===== src/design/urx_pkg.sv =====
// Package for the serial receive path: register map, fields, frame types
package urx_pkg;

  // Register byte offsets (word aligned)
  localparam logic [3:0] URX_OFF_DATA   = 4'h0;  // data_register
  localparam logic [3:0] URX_OFF_CSA    = 4'h4;  // ctrl_status_a
  localparam logic [3:0] URX_OFF_CSB    = 4'h8;  // ctrl_status_b
  localparam logic [3:0] URX_OFF_CSC    = 4'hc;  // ctrl_status_c

  // ctrl_status_a bit positions
  localparam int URX_A_RXC  = 7;
  localparam int URX_A_TXC  = 6;
  localparam int URX_A_DRE  = 5;
  localparam int URX_A_FE   = 4;
  localparam int URX_A_DOR  = 3;
  localparam int URX_A_UPE  = 2;

  // ctrl_status_b bit positions
  localparam int URX_B_RXCIE = 7;
  localparam int URX_B_RXEN  = 4;
  localparam int URX_B_TX_ENABLE  = 3;
  localparam int URX_B_SZ2   = 2;
  localparam int URX_B_RXB8  = 1;
  localparam int URX_B_TXB8  = 0;

  // ctrl_status_c bit positions
  localparam int URX_C_SYNC  = 6;
  localparam int URX_C_PEN   = 5;
  localparam int URX_C_PODD  = 4;
  localparam int URX_C_USBS  = 3;
  localparam int URX_C_SZ1   = 2;
  localparam int URX_C_SZ0   = 1;

  // Reset values
  localparam logic [7:0] URX_CSB_RST = 8'h00;
  localparam logic [7:0] URX_CSC_RST = 8'h06;  // Eight data bits

  // Character size code for nine bits
  localparam logic [2:0] URX_SZ_NINE = 3'h7;
  localparam logic [3:0] URX_SZ_BASE = 4'h5;
  localparam int         URX_FIFO_DEPTH = 2;

  // AXI responses
  localparam logic [1:0] URX_RESP_OKAY   = 2'h0;
  localparam logic [1:0] URX_RESP_SLVERR = 2'h2;

  // One stored frame with its status
  typedef struct packed {
    logic [8:0] data;
    logic       fe;
    logic       dor;
    logic       upe;
  } urx_entry_t;

  // Receive line state
  typedef enum logic [4:0] {
    URX_IDLE   = 5'b00001,
    URX_DATA   = 5'b00010,
    URX_PARITY = 5'b00100,
    URX_STOP   = 5'b01000,
    URX_HOLD   = 5'b10000
  } urx_state_t;

endpackage


===== src/design/urx_fifo.sv =====
// Two-entry receive FIFO holding frames with their error status
`timescale 1ns/1ns
module urx_fifo #(
  parameter int DEPTH = 2
) (
  input  wire logic              aclk,
  input  wire logic              aresetn,
  input  wire logic              flush,
  input  wire logic              push,
  input  wire urx_pkg::urx_entry_t din,
  input  wire logic              pop,
  output urx_pkg::urx_entry_t    head,
  output logic                   full,
  output logic                   empty
);
  import urx_pkg::*;

  localparam int AW = (DEPTH > 1) ? $clog2(DEPTH) : 1;

  urx_entry_t          mem_q [DEPTH];
  logic [AW-1:0]       wr_q;
  logic [AW-1:0]       rd_q;
  logic [AW:0]         cnt_q;

  assign head  = mem_q[rd_q];
  assign full  = (cnt_q == (AW+1)'(DEPTH));
  assign empty = (cnt_q == '0);

  // Storage; a push while full is ignored here
  always_ff @(posedge aclk)
  begin
    if (push && !full)
      mem_q[wr_q] <= din;
  end

  // Pointers and fill count; flush wins over everything
  always_ff @(posedge aclk)
  begin
    if (!aresetn || flush)
    begin
      wr_q  <= '0;
      rd_q  <= '0;
      cnt_q <= '0;
    end
    else
    begin
      if (push && !full)
        wr_q <= (wr_q == AW'(DEPTH-1)) ? '0 : wr_q + AW'(1);
      if (pop && !empty)
        rd_q <= (rd_q == AW'(DEPTH-1)) ? '0 : rd_q + AW'(1);
      cnt_q <= cnt_q + (AW+1)'(push && !full) - (AW+1)'(pop && !empty);
    end
  end
endmodule


===== src/design/urx_top.sv =====
// Serial receive path with parity, transmitter disable and AXI4-Lite registers
//
// Summary of operation
// - Parity bit goes between data and stop
// - Transmitter disable waits for empty shift/buffer
// - rx_enable gives receiver the rx_pin
// - Synchronous mode samples on sync_clock_pin rising edges
// - Start bit begins frame; second stop ignored
// - First stop bit moves frame into FIFO
// - Unused upper data bits read zero
// - Ninth bit and flags stored per entry
// - rx_complete_flag set while FIFO not empty
// - rx_enable clear discards, flushes, releases pin
// - Interrupt level while flag and enable set
// - Error flags ignore writes, raise no interrupt
// - Frame error reflects first stop bit
// - Overrun when full, waiting, new start
// - Overrun clears on successful FIFO transfer
// - Parity error zero when checking disabled
// - Receiver checks parity with chosen sense
// - Parity error per head frame until read
`timescale 1ns/1ns
module urx_top (
  input  wire logic        aclk,
  input  wire logic        aresetn,
  // AXI4-Lite slave
  input  wire logic [3:0]  s_axi_awaddr,
  input  wire logic        s_axi_awvalid,
  output logic             s_axi_awready,
  input  wire logic [31:0] s_axi_wdata,
  input  wire logic [3:0]  s_axi_wstrb,
  input  wire logic        s_axi_wvalid,
  output logic             s_axi_wready,
  output logic [1:0]       s_axi_bresp,
  output logic             s_axi_bvalid,
  input  wire logic        s_axi_bready,
  input  wire logic [3:0]  s_axi_araddr,
  input  wire logic        s_axi_arvalid,
  output logic             s_axi_arready,
  output logic [31:0]      s_axi_rdata,
  output logic [1:0]       s_axi_rresp,
  output logic             s_axi_rvalid,
  input  wire logic        s_axi_rready,
  // Serial side
  input  wire logic        baud_tick,
  input  wire logic        rx_pin,
  input  wire logic        sync_clock_pin,
  input  wire logic        tx_busy,
  output logic             tx_parity_bit,
  output logic             tx_enable_eff,
  output logic             rx_pin_owned,
  output logic             rx_complete_irq
);
  import urx_pkg::*;

  ////////////////////////////////////////////////////////////////////////////
  // Register state
  logic [7:0]   csb_q;
  logic [7:0]   csc_q;
  logic         txc_q;
  logic         tx_pend_q;  // Transmit buffer holding data for the shifter
  logic [7:0]   tx_data_q;
  logic         tx_b8_q;
  logic [3:0]   waddr_q;    // Address of the write being completed
  logic         wr_fire;    // Write address and data both held
  logic [7:0]   wb;         // Low byte of the held write data

  logic         rx_en;
  logic         par_en;
  logic         par_odd;
  logic [2:0]   sz;
  logic [3:0]   nbits;

  assign rx_en   = csb_q[URX_B_RXEN];
  assign par_en  = csc_q[URX_C_PEN];
  assign par_odd = csc_q[URX_C_PODD];
  assign sz      = {csb_q[URX_B_SZ2], csc_q[URX_C_SZ1], csc_q[URX_C_SZ0]};
  assign nbits   = (sz == URX_SZ_NINE) ? 4'h9 : (URX_SZ_BASE + {1'b0, sz});

  ////////////////////////////////////////////////////////////////////////////
  // Sampling strobe: baud tick or rising edge of the transfer clock
  logic         sclk_q;
  logic         sample;

  always_ff @(posedge aclk)
  begin
    if (!aresetn)
      sclk_q <= 1'b0;
    else
      sclk_q <= sync_clock_pin;
  end
  assign sample = csc_q[URX_C_SYNC] ? (sync_clock_pin && !sclk_q) : baud_tick;

  ////////////////////////////////////////////////////////////////////////////
  // Receive deframer
  urx_state_t   st_q;
  logic [8:0]   sh_q;
  logic [3:0]   bit_q;
  logic         par_acc_q;  // Running XOR of data bits
  logic         perr_q;
  urx_entry_t   hold_q;     // Completed frame waiting for FIFO room
  logic         dor_q;      // Overrun pending for next stored frame
  logic         fifo_full;
  logic         fifo_empty;
  logic         push;
  logic         pop;
  urx_entry_t   head;
  urx_entry_t   frame;
  urx_entry_t   fifo_din;   // Held frame with its overrun mark
  logic         start_seen;

  assign start_seen = sample && !rx_pin;
  // frame error from first stop bit
  assign frame = '{data: sh_q, fe: !rx_pin, dor: 1'b0, upe: par_en && perr_q};
  assign push  = (st_q == URX_HOLD) && !fifo_full;
  // Overrun pending joins the held frame as it enters the FIFO
  assign fifo_din = '{data: hold_q.data, fe: hold_q.fe, dor: dor_q, upe: hold_q.upe};

  // start, data, optional parity, one stop
  always_ff @(posedge aclk)
  begin
    if (!aresetn || !rx_en)
    begin
      st_q      <= URX_IDLE;
      sh_q      <= '0;
      bit_q     <= '0;
      par_acc_q <= 1'b0;
      perr_q    <= 1'b0;
      hold_q    <= '0;
    end
    else
    begin
      case (st_q)
        URX_IDLE:
          if (start_seen)
          begin
            st_q      <= URX_DATA;
            sh_q      <= '0;
            bit_q     <= '0;
            par_acc_q <= 1'b0;
          end
        URX_DATA:
          if (sample)
          begin
            // LSB first, upper bits stay zero
            sh_q[bit_q] <= rx_pin;
            par_acc_q   <= par_acc_q ^ rx_pin;
            bit_q       <= bit_q + 4'h1;
            if (bit_q == nbits - 4'h1)
              st_q <= par_en ? URX_PARITY : URX_STOP;
          end
        URX_PARITY:
          if (sample)
          begin
            perr_q <= (par_acc_q ^ par_odd) != rx_pin;
            st_q   <= URX_STOP;
          end
        URX_STOP:
          if (sample)
          begin
            hold_q <= frame;
            perr_q <= 1'b0;
            st_q   <= URX_HOLD;
          end
        URX_HOLD:
          // Frame waits here while the FIFO is full
          if (!fifo_full)
            st_q <= URX_IDLE;
        default:
          st_q <= URX_IDLE;
      endcase
    end
  end

  // full FIFO, waiting frame and new start
  // cleared once a frame is stored
  always_ff @(posedge aclk)
  begin
    if (!aresetn || !rx_en)
      dor_q <= 1'b0;
    else if (st_q == URX_HOLD && fifo_full && start_seen)
      dor_q <= 1'b1;
    else if (push)
      dor_q <= 1'b0;
  end

  urx_fifo #(
    .DEPTH (URX_FIFO_DEPTH)
  ) u_fifo (
    .aclk    (aclk),
    .aresetn (aresetn),
    .flush   (!rx_en),
    .push    (push),
    .din     (fifo_din),
    .pop     (pop),
    .head    (head),
    .full    (fifo_full),
    .empty   (fifo_empty)
  );

  ////////////////////////////////////////////////////////////////////////////
  // Transmit side: parity bit and deferred disable
  logic [8:0]   tx_word;
  logic [8:0]   tx_mask;
  assign tx_mask = 9'h1ff >> (4'h9 - nbits);
  assign tx_word = {tx_b8_q, tx_data_q} & tx_mask;

  // parity bit presented for insertion after data
  // even when zero, odd when one
  always_ff @(posedge aclk)
  begin
    if (!aresetn)
      tx_parity_bit <= 1'b0;
    else
      tx_parity_bit <= par_en & ((^tx_word) ^ par_odd);
  end

  // disable waits for shifter and buffer
  always_ff @(posedge aclk)
  begin
    if (!aresetn)
      tx_enable_eff <= 1'b0;
    else if (csb_q[URX_B_TX_ENABLE])
      tx_enable_eff <= 1'b1;
    else if (!tx_busy && !tx_pend_q)
      tx_enable_eff <= 1'b0;
  end

  // Transmit complete and buffer state from the shifter handshake
  always_ff @(posedge aclk)
  begin
    if (!aresetn)
    begin
      tx_pend_q <= 1'b0;
      txc_q     <= 1'b0;
    end
    else
    begin
      if (wr_fire && waddr_q == URX_OFF_DATA)
        tx_pend_q <= 1'b1;
      else if (!tx_busy)
        tx_pend_q <= 1'b0;
      if (!tx_busy && !tx_pend_q && tx_enable_eff)
        txc_q <= 1'b1;
      else if (wr_fire && waddr_q == URX_OFF_CSA && wb[URX_A_TXC])
        txc_q <= 1'b0;
    end
  end

  always_ff @(posedge aclk)
  begin
    if (!aresetn)
    begin
      rx_pin_owned    <= 1'b0;
      rx_complete_irq <= 1'b0;
    end
    else
    begin
      rx_pin_owned    <= rx_en;
      rx_complete_irq <= csb_q[URX_B_RXCIE] && rx_en && !fifo_empty;
    end
  end

  ////////////////////////////////////////////////////////////////////////////
  // AXI4-Lite write channel: address and data in either order
  logic         aw_have_q;
  logic         w_have_q;
  logic [31:0]  wdata_q;

  assign wr_fire = aw_have_q && w_have_q && !s_axi_bvalid;
  assign wb      = wdata_q[7:0];

  always_ff @(posedge aclk)
  begin
    if (!aresetn)
    begin
      aw_have_q     <= 1'b0;
      w_have_q      <= 1'b0;
      waddr_q       <= '0;
      wdata_q       <= '0;
      s_axi_awready <= 1'b0;
      s_axi_wready  <= 1'b0;
      s_axi_bvalid  <= 1'b0;
      s_axi_bresp   <= URX_RESP_OKAY;
    end
    else
    begin
      s_axi_awready <= !aw_have_q && !s_axi_awready;
      s_axi_wready  <= !w_have_q && !s_axi_wready;
      if (s_axi_awvalid && s_axi_awready)
      begin
        aw_have_q <= 1'b1;
        waddr_q   <= s_axi_awaddr;
      end
      if (s_axi_wvalid && s_axi_wready)
      begin
        w_have_q <= 1'b1;
        wdata_q  <= s_axi_wstrb[0] ? s_axi_wdata : 32'h0000_0000;
      end
      if (wr_fire)
      begin
        aw_have_q    <= 1'b0;
        w_have_q     <= 1'b0;
        s_axi_bvalid <= 1'b1;
        s_axi_bresp  <= (waddr_q[1:0] == 2'h0) ? URX_RESP_OKAY : URX_RESP_SLVERR;
      end
      else if (s_axi_bvalid && s_axi_bready)
        s_axi_bvalid <= 1'b0;
    end
  end

  // Control registers; ctrl_status_a error bits are read only
  // writes cannot reach error flags
  always_ff @(posedge aclk)
  begin
    if (!aresetn)
    begin
      csb_q     <= URX_CSB_RST;
      csc_q     <= URX_CSC_RST;
      tx_data_q <= '0;
      tx_b8_q   <= 1'b0;
    end
    else if (wr_fire)
    begin
      if (waddr_q == URX_OFF_DATA)
        tx_data_q <= wb;
      else if (waddr_q == URX_OFF_CSB)
      begin
        csb_q   <= wb & 8'hfd;     // Ninth received bit is read only
        tx_b8_q <= wb[URX_B_TXB8];
      end
      else if (waddr_q == URX_OFF_CSC)
        csc_q <= wb;
    end
  end

  ////////////////////////////////////////////////////////////////////////////
  // AXI4-Lite read channel; a data read pops the FIFO head
  logic [7:0]   rd_byte;

  assign pop = s_axi_arvalid && s_axi_arready && (s_axi_araddr == URX_OFF_DATA);

  // Read mux from current head and register state
  always_comb
  begin
    rd_byte = 8'h00;
    if (s_axi_araddr == URX_OFF_DATA)
      rd_byte = fifo_empty ? 8'h00 : head.data[7:0];
    else if (s_axi_araddr == URX_OFF_CSA)
    begin
      rd_byte[URX_A_RXC] = !fifo_empty;
      rd_byte[URX_A_TXC] = txc_q;
      rd_byte[URX_A_DRE] = !tx_pend_q;
      // head frame status until data read
      rd_byte[URX_A_FE]  = !fifo_empty && head.fe;
      rd_byte[URX_A_DOR] = !fifo_empty && head.dor;
      rd_byte[URX_A_UPE] = !fifo_empty && head.upe;
    end
    else if (s_axi_araddr == URX_OFF_CSB)
    begin
      rd_byte = csb_q;
      rd_byte[URX_B_RXB8] = !fifo_empty && head.data[8];
    end
    else if (s_axi_araddr == URX_OFF_CSC)
      rd_byte = csc_q;
  end

  always_ff @(posedge aclk)
  begin
    if (!aresetn)
    begin
      s_axi_arready <= 1'b0;
      s_axi_rvalid  <= 1'b0;
      s_axi_rdata   <= '0;
      s_axi_rresp   <= URX_RESP_OKAY;
    end
    else
    begin
      s_axi_arready <= !s_axi_rvalid && !s_axi_arready;
      if (s_axi_arvalid && s_axi_arready)
      begin
        s_axi_rvalid <= 1'b1;
        s_axi_rdata  <= {24'h000000, rd_byte};
        s_axi_rresp  <= (s_axi_araddr[1:0] == 2'h0) ? URX_RESP_OKAY : URX_RESP_SLVERR;
      end
      else if (s_axi_rvalid && s_axi_rready)
        s_axi_rvalid <= 1'b0;
    end
  end
endmodule


===== config.mk =====
export PLATFORM = sky130hd
export DESIGN_NAME = urx_top
export DESIGN_NICKNAME = d
export VERILOG_FILES = /design/src/design/urx_pkg.sv /design/src/design/urx_fifo.sv /design/src/design/urx_top.sv
export SDC_FILE = /design/constraint.sdc
export NUM_CORES = 1
export LEC_CHECK = 0
export ABC_AREA = 1
export BUFFER_PORTS_ARGS = -buffer_cell sky130_fd_sc_hd__buf_2
export CELL_PAD_IN_SITES_DETAIL_PLACEMENT = 1
export CELL_PAD_IN_SITES_GLOBAL_PLACEMENT = 1
export CORE_UTILIZATION = 44
export DETAILED_ROUTE_END_ITERATION = 8
export GPL_ROUTABILITY_DRIVEN = 0
export PLACE_DENSITY = 0.89
export SLEW_MARGIN = 20
export SYNTH_ARGS = -nofsm -noshare
export SYNTH_HDL_FRONTEND = slang
export SYNTH_SLANG_ARGS = --single-unit

===== constraint.sdc =====
create_clock -name aclk -period 3.6 [get_ports aclk]
set_input_delay 0.18 -clock aclk [delete_from_list [all_inputs] [get_ports aclk]]
set_output_delay 0.18 -clock aclk [all_outputs]
set_load 0.1 [all_outputs]

==> results.cfg, run 1 <==
[outcome]
status = complete, no violations

[placement]
place_ws_ns = 1.25
port_buffers = 46
hpwlAfterDp_mm = 11.0

[timing]
slew_headroom_pct = 26.8
timing.final.ws_setup_ns = 0.964
max_freq_mhz = 379
period_minus_slack_ns = 2.64
skew_ns = 0.00562
post-route-period-util_pct = 73.2
tns_ns = 0
rsz0062_at_grt = no
hold_violations = 0
finalMaxSlewViolations = 0
worst_slew_pin_slew_ns = 1.09
finalSetupViolCount = 0

[global_routing]
antenna_found_initial = 0
grt_overflow = 0
grt_max_degree = 42
grtUsageTotal_pct = 30.9
grt_pass1_wl_mm = 30.1
grt_pass1_vias = 5648

[worst_setup_path]
cp.required_ns = 3.93
cp-startpoint = csc_q[1]
crit_path_start_kind = flop
crit_type = reg -> reg
rrSetupSlack_ns = 0.96
critPathMaxFanout = 5
crit_top_cell = nand2_1
path_cells = ha_1 -> nor2_1 -> inv_1 -> ha_1 -> nor2_1 -> inv_1 -> nand2_1 -> nand2_1 -> nand2_1 -> nand3_1 -> nand2_1 -> nand3_1 -> a21oi_1 -> nor2_1
timing.rr.end = tx_parity_bit
max_stage_delay_ns = 0.38
r2r_cells = 14
r2r-start = csc_q[1]
end_kind = flop
cpMaxStageDelayCell = ha_1
crit_arrival_ns = 2.96

[routing]
first_iter_violations = 395
wl_per_cell_um = 20.5
drt_pass1_iterations = 5
met3WireLength_mm = 1.16
met1_length_mm = 7.17
antenna_left = 0
highest_layer = met4
viasPerCell = 5.65
routed-wl-met2_mm = 9.79
finalWirelength_mm = 19.1
drc = 0
vias = 5275

[floorplanning]
rows = 40
coreArea_sq_mm = 0.0121
num_io_pins = 100
start_util_pct = 45.5
die_h_um = 114
die_area_sq_mm = 0.0130
fp.dieW_um = 114

[synthesis]
synth.yosys.seq_area_share_pct = 48.0
synth_cells = 705
ys_seq_elements = 120
synth_cell_types = 37
synth_edf_count = 24
avgSynthCellArea_sq_um = 7.81
synthFlopType = dfxtp_1
async_reset_ff_share_pct = 0
synthesis.area_sq_mm = 0.00551
yosys_warnings = 0

[power]
total_leakage_power_nw = 2.72
ir_drop_mv = 0.375
p_per_area_mw_per_mm2 = 557

[final_layout]
n_antenna_cell = 0
drive_above_1_share_pct = 14.8
mostFrequentLayoutCell = nand2_1
multi_input_area_sq_mm = 0.00235
fin_nets = 821
syn2layout_area_growth_pct = 16.5
layout_common_cells = 126 x nand2_1, 96 x dfxtp_1, 82 x nor2_1, 78 x inv_1, 66 x a21oi_1
fillers = 1489
regArea_sq_mm = 0.00264

[clocking]
cts_tree = yes
clock_sinks = 120
cts_buffers = 17
cts_setup_buffers = 0
clk_pin_slew_worst_paths_ns = 0.06
clockBufferDepth = 2
clk_latency_ns = 0.43
htreeDepth = 4
root_buffer = clkbuf_16

[hold_path]
holdPathStages = 3
min_to = wdata_q[6]
hp-start = s_axi_wdata[6]
hp-class = in -> reg

[run]
cap_violations = 0
## critical path: cells and delay by family (launching register included)
| kind | cells | cell delay [ns] |
|---|---|---|
| compound gates | 1 | 0.16 |
| flops | 1 | 0.36 |
| buf+inv | 2 | 0.28 |
| simple gates | 9 | 1.12 |
| fa+ha+maj | 2 | 0.61 |
## state kept, by name, summed over array words and instances (netlist names), 2 cells and up, named ones only
name	flops
waddr_q	4
tx_data_q	8
u_fifo.mem_q	24
sh_q	9
st_q	5
wdata_q	8
csb_q	7
bit_q	4
s_axi_rdata	8
u_fifo.cnt_q	2
csc_q	8
fifo_din	11
## power by group
| part | switching (mW) | internal [mW] |
|---|---|---|
| Combinational | 0.266 | 0.0411 |
| Sequential | 0.0153 | 1.38 |
| Clock | 0.705 | 1.16 |
| Total | 0.986 | 2.58 |
## logic make-up after synthesis
| group | after synthesis | synth area share [%] |
|---|---|---|
| buffers and inverters | 133 | 11.1 |
| xor gates and xnor gates | 9 | 1.43 |
| adders and majority gates | 13 | 2.95 |
| and+or+nand+nor | 289 | 22.8 |
| AOI/OAI and AO/OA | 140 | 13.6 |
| other | 1 | 0.0681 |
| DFF | 120 | 48.0 |
## cell type report
| class | count | area share (%) |
|---|---|---|
| Clock buffer | 17 | 6.64 |
| Clock inverter | 15 | 3.12 |
| Inverter | 88 | 5.15 |
| Multi-Input combinational cell | 477 | 36.6 |
| Sequential cell | 120 | 41.2 |
| Tap cell | 168 | 3.28 |
| Timing Repair Buffer | 49 | 3.98 |
## Yosys cell counts, drive strengths merged (3+ instances only)
cell,instances,area [sq um]
nand3,39,200
o211ai,3,22.5
nor3,13,75.1
nand2,135,534
edfxtp,24,721
dfxtp,96,1920
nor2,92,383
a21oi,67,339
inv,86,323
clkbuf,11,41.3
nand4,6,37.5
buf,34,240
o22ai,7,43.8
xor2,5,43.8
ha,13,163
o21ai,57,285
xnor2,4,35.0
## repair_timing
| action | 4_1_cts | 5_1_grt |
|---|---|---|
| hold endpoints to repair | 1 | 0 |
| resized for setup | 0 | 0 |
| hold buffers | 1 | 0 |
## metrics by stage
stage	util, %	instance area (sq um)	hold WS [ns]	cells	total power [mW]
after global routing	52.9	6410	0.0370	934	3.63
after detailed placement	47.7	5770	0.416	901	1.72
after global placement	47.7	5770	0.405	901	1.71
after CTS	52.9	6410	0.00816	934	3.56
after floorplan	-	5600	0.273	730	1.69
final	52.9	6410	0.0165	934	3.57
## layer usage
metal  GRT usage [%]  up-vias
met1            32.2     2571
met3            8.24       94
li1                -     2341
met4            18.0        0
met2            56.0      269
met5               0        -
## how the worst max path moves through the flow
stage / end / cells after the start
after floorplan: u_fifo.cnt_q[1] / 8
after global placement: tx_parity_bit / 14
after detailed placement: u_fifo.mem_q[0][9] / 7
after CTS: tx_parity_bit / 14
after global routing: tx_parity_bit / 14
final: tx_parity_bit / 14
No activity file was read; power rests on OpenSTA's default activity.
==> inputs of run 2 (changes only) <==
ABC_AREA = 0   (was 1)
CORE_UTILIZATION = 38   (was 44)
PLACE_DENSITY = 0.79   (was 0.89)
clock period = 2.4 ns   (was 3.6 ns; I/O delays follow)
==> run 2 against run 1 <==
Effect of this change: sequential share of layout area shrank 2.3 points; first-iteration DRC count decreased by 44%; combinational power up 49%; highest routed layer unchanged; clock-buffer cell count is the same; global-route usage is 11 points lower; synthesized cell count is 15% lower; sequential cell count stayed put; clock power is 37% higher; sequential power rose by 50%; non-clock buffer count rose by 34; via count down 15%; final cell count shrank 7.5%; largest cell class is now multi-input gates; largest power group unchanged.
==> results.cfg, run 2 <==
[clocking]
cts_buffers = 17
clock_sinks = 120
clk_latency_ns = 0.41
clk_pin_slew_worst_paths_ns = 0.06
clockBufferDepth = 2
cts_tree = yes
htreeDepth = 4
root_buffer = clkbuf_16

[worst_setup_path]
crit_path_start_kind = flop
cpMaxStageDelayCell = dfxtp_1
crit_arrival_ns = 2.62
critPathMaxFanout = 5
crit_type = reg -> reg
end_kind = flop
path_cells = buf_4 -> ha_4 -> buf_4 -> a21bo_1 -> and4b_1 -> a211o_1 -> a41o_1 -> a32o_1 -> and3_1
max_stage_delay_ns = 0.32
cp.required_ns = 2.71
crit_top_cell = buf_4

[synthesis]
ys_top_cells_by_count = 96 x dfxtp_1, 59 x a21oi_1, 59 x nand2_1, 58 x nor2_1, 36 x mux2i_1
synthesis.area_sq_mm = 0.00555
async_reset_ff_share_pct = 0
synth_cells = 596
synth.area.top_cells = dfxtp_1 35%, edfxtp_1 13%, mux2i_1 6.5%
ys_seq_elements = 120
synthFlopType = dfxtp_1
synth.largest_area_cell = dfxtp_1
synth_cell_types = 64
synth.most_common_cell = dfxtp_1
synth_edf_count = 24
synth.yosys.seq_area_share_pct = 47.6
avgSynthCellArea_sq_um = 9.32
synthDominantCellAreaShare_pct = 34.6
yosys_warnings = 0

[routing]
antenna_left = 0
first_iter_violations = 223
vias = 4506
finalWirelength_mm = 14.3
wl_per_cell_um = 16.6
viasPerCell = 5.22
met3WireLength_um = 558
routed-wl-met2_mm = 7.19
met1_length_mm = 6.29
drt_pass1_iterations = 4
highest_layer = met4
drc = 0

[outcome]
status = complete, no violations

[timing]
hold_violations = 0
skew_ns = 0.00849
max_freq_mhz = 433
post-route-period-util_pct = 96.2
period_minus_slack_ns = 2.31
finalSetupViolCount = 0
finalMaxSlewViolations = 0
hold_ws_ns = 0.00441
worst_slew_pin_slew_ns = 0.614
slew_headroom_pct = 59.0

[global_routing]
grt_overflow = 0
antenna_found_initial = 0
grt_pass1_vias = 4631
grt_pass1_wl_mm = 22.7
grtUsageTotal_pct = 19.7
grt_max_degree = 27

[floorplanning]
fp.dieW_um = 123
coreArea_sq_mm = 0.0140
die_area_sq_mm = 0.0151
num_io_pins = 100
die_h_um = 123
start_util_pct = 39.6
rows = 43

[placement]
hpwlAfterDp_mm = 9.91
dp_cells = 815
port_buffers = 46

[final_layout]
fin_nets = 739
finalNonFillerCells = 864
mostFrequentLayoutCell = dfxtp_1
largest_reg_flops = 24
regMostFlops = u_fifo.mem_q
drive_above_1_share_pct = 19.0
n_antenna_cell = 0
syn2layout_area_growth_pct = 22.5
layout_common_cells = 94 x dfxtp_1, 59 x nand2_1, 58 x a21oi_1, 58 x nor2_1, 46 x buf_2

[power]
total_leakage_power_nw = 2.58
p_per_area_mw_per_mm2 = 749
ir_drop_mv = 0.492

[run]
cap_violations = 0

[hold_path]
hp-class = in -> reg
==> run 2: cell count changes after synthesis, moves of 11 or more <==
| cell | previous run | this run |
|---|---|---|
| inv_1 | 78 | 16 |
| mux2i_1 | 0 | 36 |
| nand2_1 | 126 | 59 |
| nand3_1 | 38 | 22 |
| nor2_1 | 83 | 58 |
| nor2b_1 | 0 | 11 |
| o21ai_0 | 46 | 23 |
| o21ai_1 | 11 | 0 |
==> run 2: metal layers <==
metal | GRT usage, % | up-vias
met5 | 0 | -
met4 | 6.63 | 0
met3 | 5.21 | 26
met2 | 34.9 | 100
met1 | 22.8 | 2185
li1 | - | 2195
==> run 2: report_power, final <==
group	total (mW)	internal, mW	switching (mW)
Combinational	0.457	0.0794	0.378
Sequential	2.10	2.07	0.0249
Clock	2.54	1.55	0.992
Total	5.10	3.70	1.39
==> run 2: repair_timing <==
item                                    CTS  global route
resized for setup                         8            11
hold buffers                             15             0
pin swaps                                 4             3
endpoints found under the hold margin    16             0
buffers inserted                          0             2
endpoints found under the setup margin    2             3
==> run 2: per-stage QoR <==
step	setup WS [ns]	setup TNS [ns]	power (mW)	util, %	cell area (sq um)
final	0.0909	0	5.10	48.4	6800
after global routing	-0.00154	-0.00154	5.26	48.4	6800
after CTS	0.0119	0	5.13	47.9	6730
after detailed placement	-0.198	-0.223	2.57	42.3	5940
after global placement	-0.0179	-0.0179	2.56	42.3	5940
after floorplan	0.0314	0	2.53	-	5650
==> run 2: final timing paths <==
| kind | start | endpoint | slack (ns) | cells after the start |
|---|---|---|---|---|
| setup / recovery | csc_q[1] | st_q[3] | 0.09 | 9 |
| hold / removal | s_axi_wdata[4] | wdata_q[4] | 0.004 | 3 |
| setup reg to reg | csc_q[1] | st_q[3] | 0.09 | 9 |
| hold reg to reg | s_axi_arready | s_axi_arready | 0.43 | 1 |
==> run 2: layout make-up <==
cell class,instances,area (sq um)
clock buffer,17,425
clock inverter,15,169
fill,1581,7240
inverter,17,63.8
multi-input combinational,432,2730
sequential,120,2650
tap,180,225
timing repair buffer,83,546
==> run 2: cell families after synthesis <==
family,synth area share [%]
buffers and inverters,6.80
AO/OA/AOI/OAI,13.4
AND/OR/NAND/NOR,18.5
multiplexers,7.70
XOR/XNOR,2.93
flip-flops,47.6
adder cells (fa/ha/maj),2.93
other,0.0675
==> run 2: critical path: cells and delay by family (launching register included) <==
kind / cells / cell delay, ns
compound gates: 4 / 0.97
simple gates: 2 / 0.36
flops: 1 / 0.32
buf+inv: 2 / 0.29
fa+ha+maj: 1 / 0.28
==> inputs of run 3 (changes only) <==
ABC_AREA = 1   (was 0)
CORE_UTILIZATION = 37   (was 38)
PLACE_DENSITY = 0.8   (was 0.79)
==> run 3 against run 2 <==
Effect of this change: core utilization fell by 3.4 points; clock skew decreased by 0.0031 ns; final cell count rose by 12%; combinational power about the same; final area fell by 3.8%; worst hold slack better by 0.0059 ns; sequential share of layout area increased by 1.5 points; clock-buffer cell count is 3 higher; fmax rose by 6.4%; setup slack gained 0.14 ns; die area up 1.8%; critical path depth is 3 higher; critical path type unchanged; largest cell class is now flip-flops and latches.
==> results.cfg, run 3 (synthesis gave the netlist of run 1 again) <==
[clocking]
clockBufferDepth = 2
clk_latency_ns = 0.42
clock_sinks = 120
htreeDepth = 4
root_buffer = clkbuf_16
cts_tree = yes
cts_buffers = 17
cts_setup_buffers = 0
clk_pin_slew_worst_paths_ns = 0.05

[timing]
worst_slew_pin_slew_ns = 0.532
skew_ns = 0.00534
post-route-period-util_pct = 90.4
rsz0062_at_grt = no
finalSetupViolCount = 0
timing.final.ws_setup_ns = 0.229
slew_headroom_pct = 64.4
hold_violations = 0
tns_ns = 0
period_minus_slack_ns = 2.17
max_freq_mhz = 461
finalMaxSlewViolations = 0

[floorplanning]
fp.dieW_um = 124
coreArea_sq_mm = 0.0145
die_area_sq_mm = 0.0154
die_h_um = 124
num_io_pins = 100
rows = 44
start_util_pct = 37.9

[worst_setup_path]
max_stage_delay_ns = 0.35
cpMaxStageDelayCell = dfxtp_2
crit_arrival_ns = 2.48
rrSetupSlack_ns = 0.23
cp.required_ns = 2.71
crit_type = reg -> reg
path_cells = ha_2 -> nor2_4 -> inv_1 -> ha_1 -> nor2_2 -> nand3_1 -> a21oi_1 -> nor2_1 -> nand2_1 -> nand3_1 -> a21oi_1 -> nor2_1
critPathMaxFanout = 5
r2r-start = csc_q[1]
timing.rr.end = tx_parity_bit
end_kind = flop
r2r_cells = 12
crit_path_start_kind = flop

[final_layout]
layout_common_cells = 126 x nand2_1, 95 x dfxtp_1, 81 x nor2_1, 78 x inv_1, 66 x a21oi_1
fillers = 1764
regMostFlops = u_fifo.mem_q
multi_input_area_sq_mm = 0.00237
final_core_util_pct = 45.0
n_antenna_cell = 0
fin_nets = 837
largest_reg_flops = 24
regArea_sq_mm = 0.00264
syn2layout_area_growth_pct = 18.9
drive_above_1_share_pct = 15.5
mostFrequentLayoutCell = nand2_1

[power]
p_per_area_mw_per_mm2 = 769
ir_drop_mv = 0.520
total_leakage_power_nw = 2.77
p_total_mw = 5.03

[outcome]
status = complete, no violations

[global_routing]
grtUsageTotal_pct = 20.5
antenna_found_initial = 0
grt_max_degree = 35
grt_pass1_wl_mm = 23.8
grt_pass1_vias = 4952
grt_overflow = 0

[placement]
place_ws_ns = 0.0975
hpwlAfterDp_mm = 10.8
port_buffers = 46

[hold_path]
holdPathStages = 3
min_to = wdata_q[2]
hp-start = s_axi_wdata[2]
hp-class = in -> reg

[routing]
drc = 0
wl_per_cell_um = 15.6
vias = 4873
drt_pass1_iterations = 6
finalWirelength_mm = 15.1
viasPerCell = 5.04
antenna_left = 0
first_iter_violations = 260

[run]
cap_violations = 0
-- run 3: cell count changes in the layout (fill, tap and decap cells not counted), sizes merged, moves of 11 or more --
| cell | before | now |
|---|---|---|
| nor2b | 11 | 0 |
| buf | 68 | 55 |
| nand3 | 23 | 39 |
| mux2i | 36 | 0 |
| o21ai | 23 | 57 |
| nor2 | 59 | 92 |
| inv | 21 | 87 |
| nand2 | 59 | 135 |
-- run 3: routing by layer --
metal	GRT usage [%]	vias up	share of wire, %
met2	36.7	118	50
met3	5.31	33	3.9
met5	0	-	0
met1	23.1	2357	44
met4	8.33	0	2.5
li1	-	2365	-
-- run 3: worst max path at each step --
stage | from | endpoint | slack [ns] | cells after the start
2_1_floorplan | s_axi_arready | u_fifo.cnt_q[1] | 0.09 | 8
3_3_place_gp | csc_q[1] | tx_parity_bit | 0.25 | 14
3_5_place_dp | csc_q[1] | tx_parity_bit | 0.1 | 14
4_1_cts | csc_q[1] | tx_parity_bit | 0.002 | 14
5_1_grt | csc_q[1] | tx_parity_bit | 0.05 | 15
6_report | csc_q[1] | tx_parity_bit | 0.23 | 12
-- run 3: repair_timing --
item | in CTS | in global routing
endpoints found under the setup margin | 0 | 2
hold buffers | 10 | 0
endpoints found under the hold margin | 10 | 0
resized for setup | 0 | 8
-- run 3: worst max-delay path, delay by kind of cell, from the launching register on --
| family | cells | cell delay [ns] |
|---|---|---|
| and+or+nand+nor | 7 | 0.68 |
| DFF | 1 | 0.35 |
| AOI/OAI and AO/OA | 2 | 0.34 |
| buffers and inverters | 1 | 0.11 |
| adders and majority gates | 2 | 0.57 |
-- run 3: layout make-up --
type | count | area share, %
Clock buffer | 20 | 6.82
Clock inverter | 12 | 1.93
Sequential cell | 120 | 40.4
Tap cell | 184 | 3.52
Multi-Input combinational cell | 477 | 36.2
Timing Repair Buffer | 65 | 6.08
Inverter | 88 | 5.05
-- run 3: power breakdown --
part           switching, mW  internal (mW)  total [mW]  leakage, nW
sequential            0.0192           2.08        2.10        0.951
clock                  0.936           1.55        2.48        0.271
combinational          0.381         0.0735       0.455         1.55
-- run 3: through the flow --
step                instances  hold WS (ns)  cell area (sq um)
global route              966        0.0119               6550
detailed placement        924         0.329               5850
global placement          924         0.324               5850
CTS                       966      0.000653               6520
finish                    966        0.0103               6550
floorplan                 730         0.213               5600
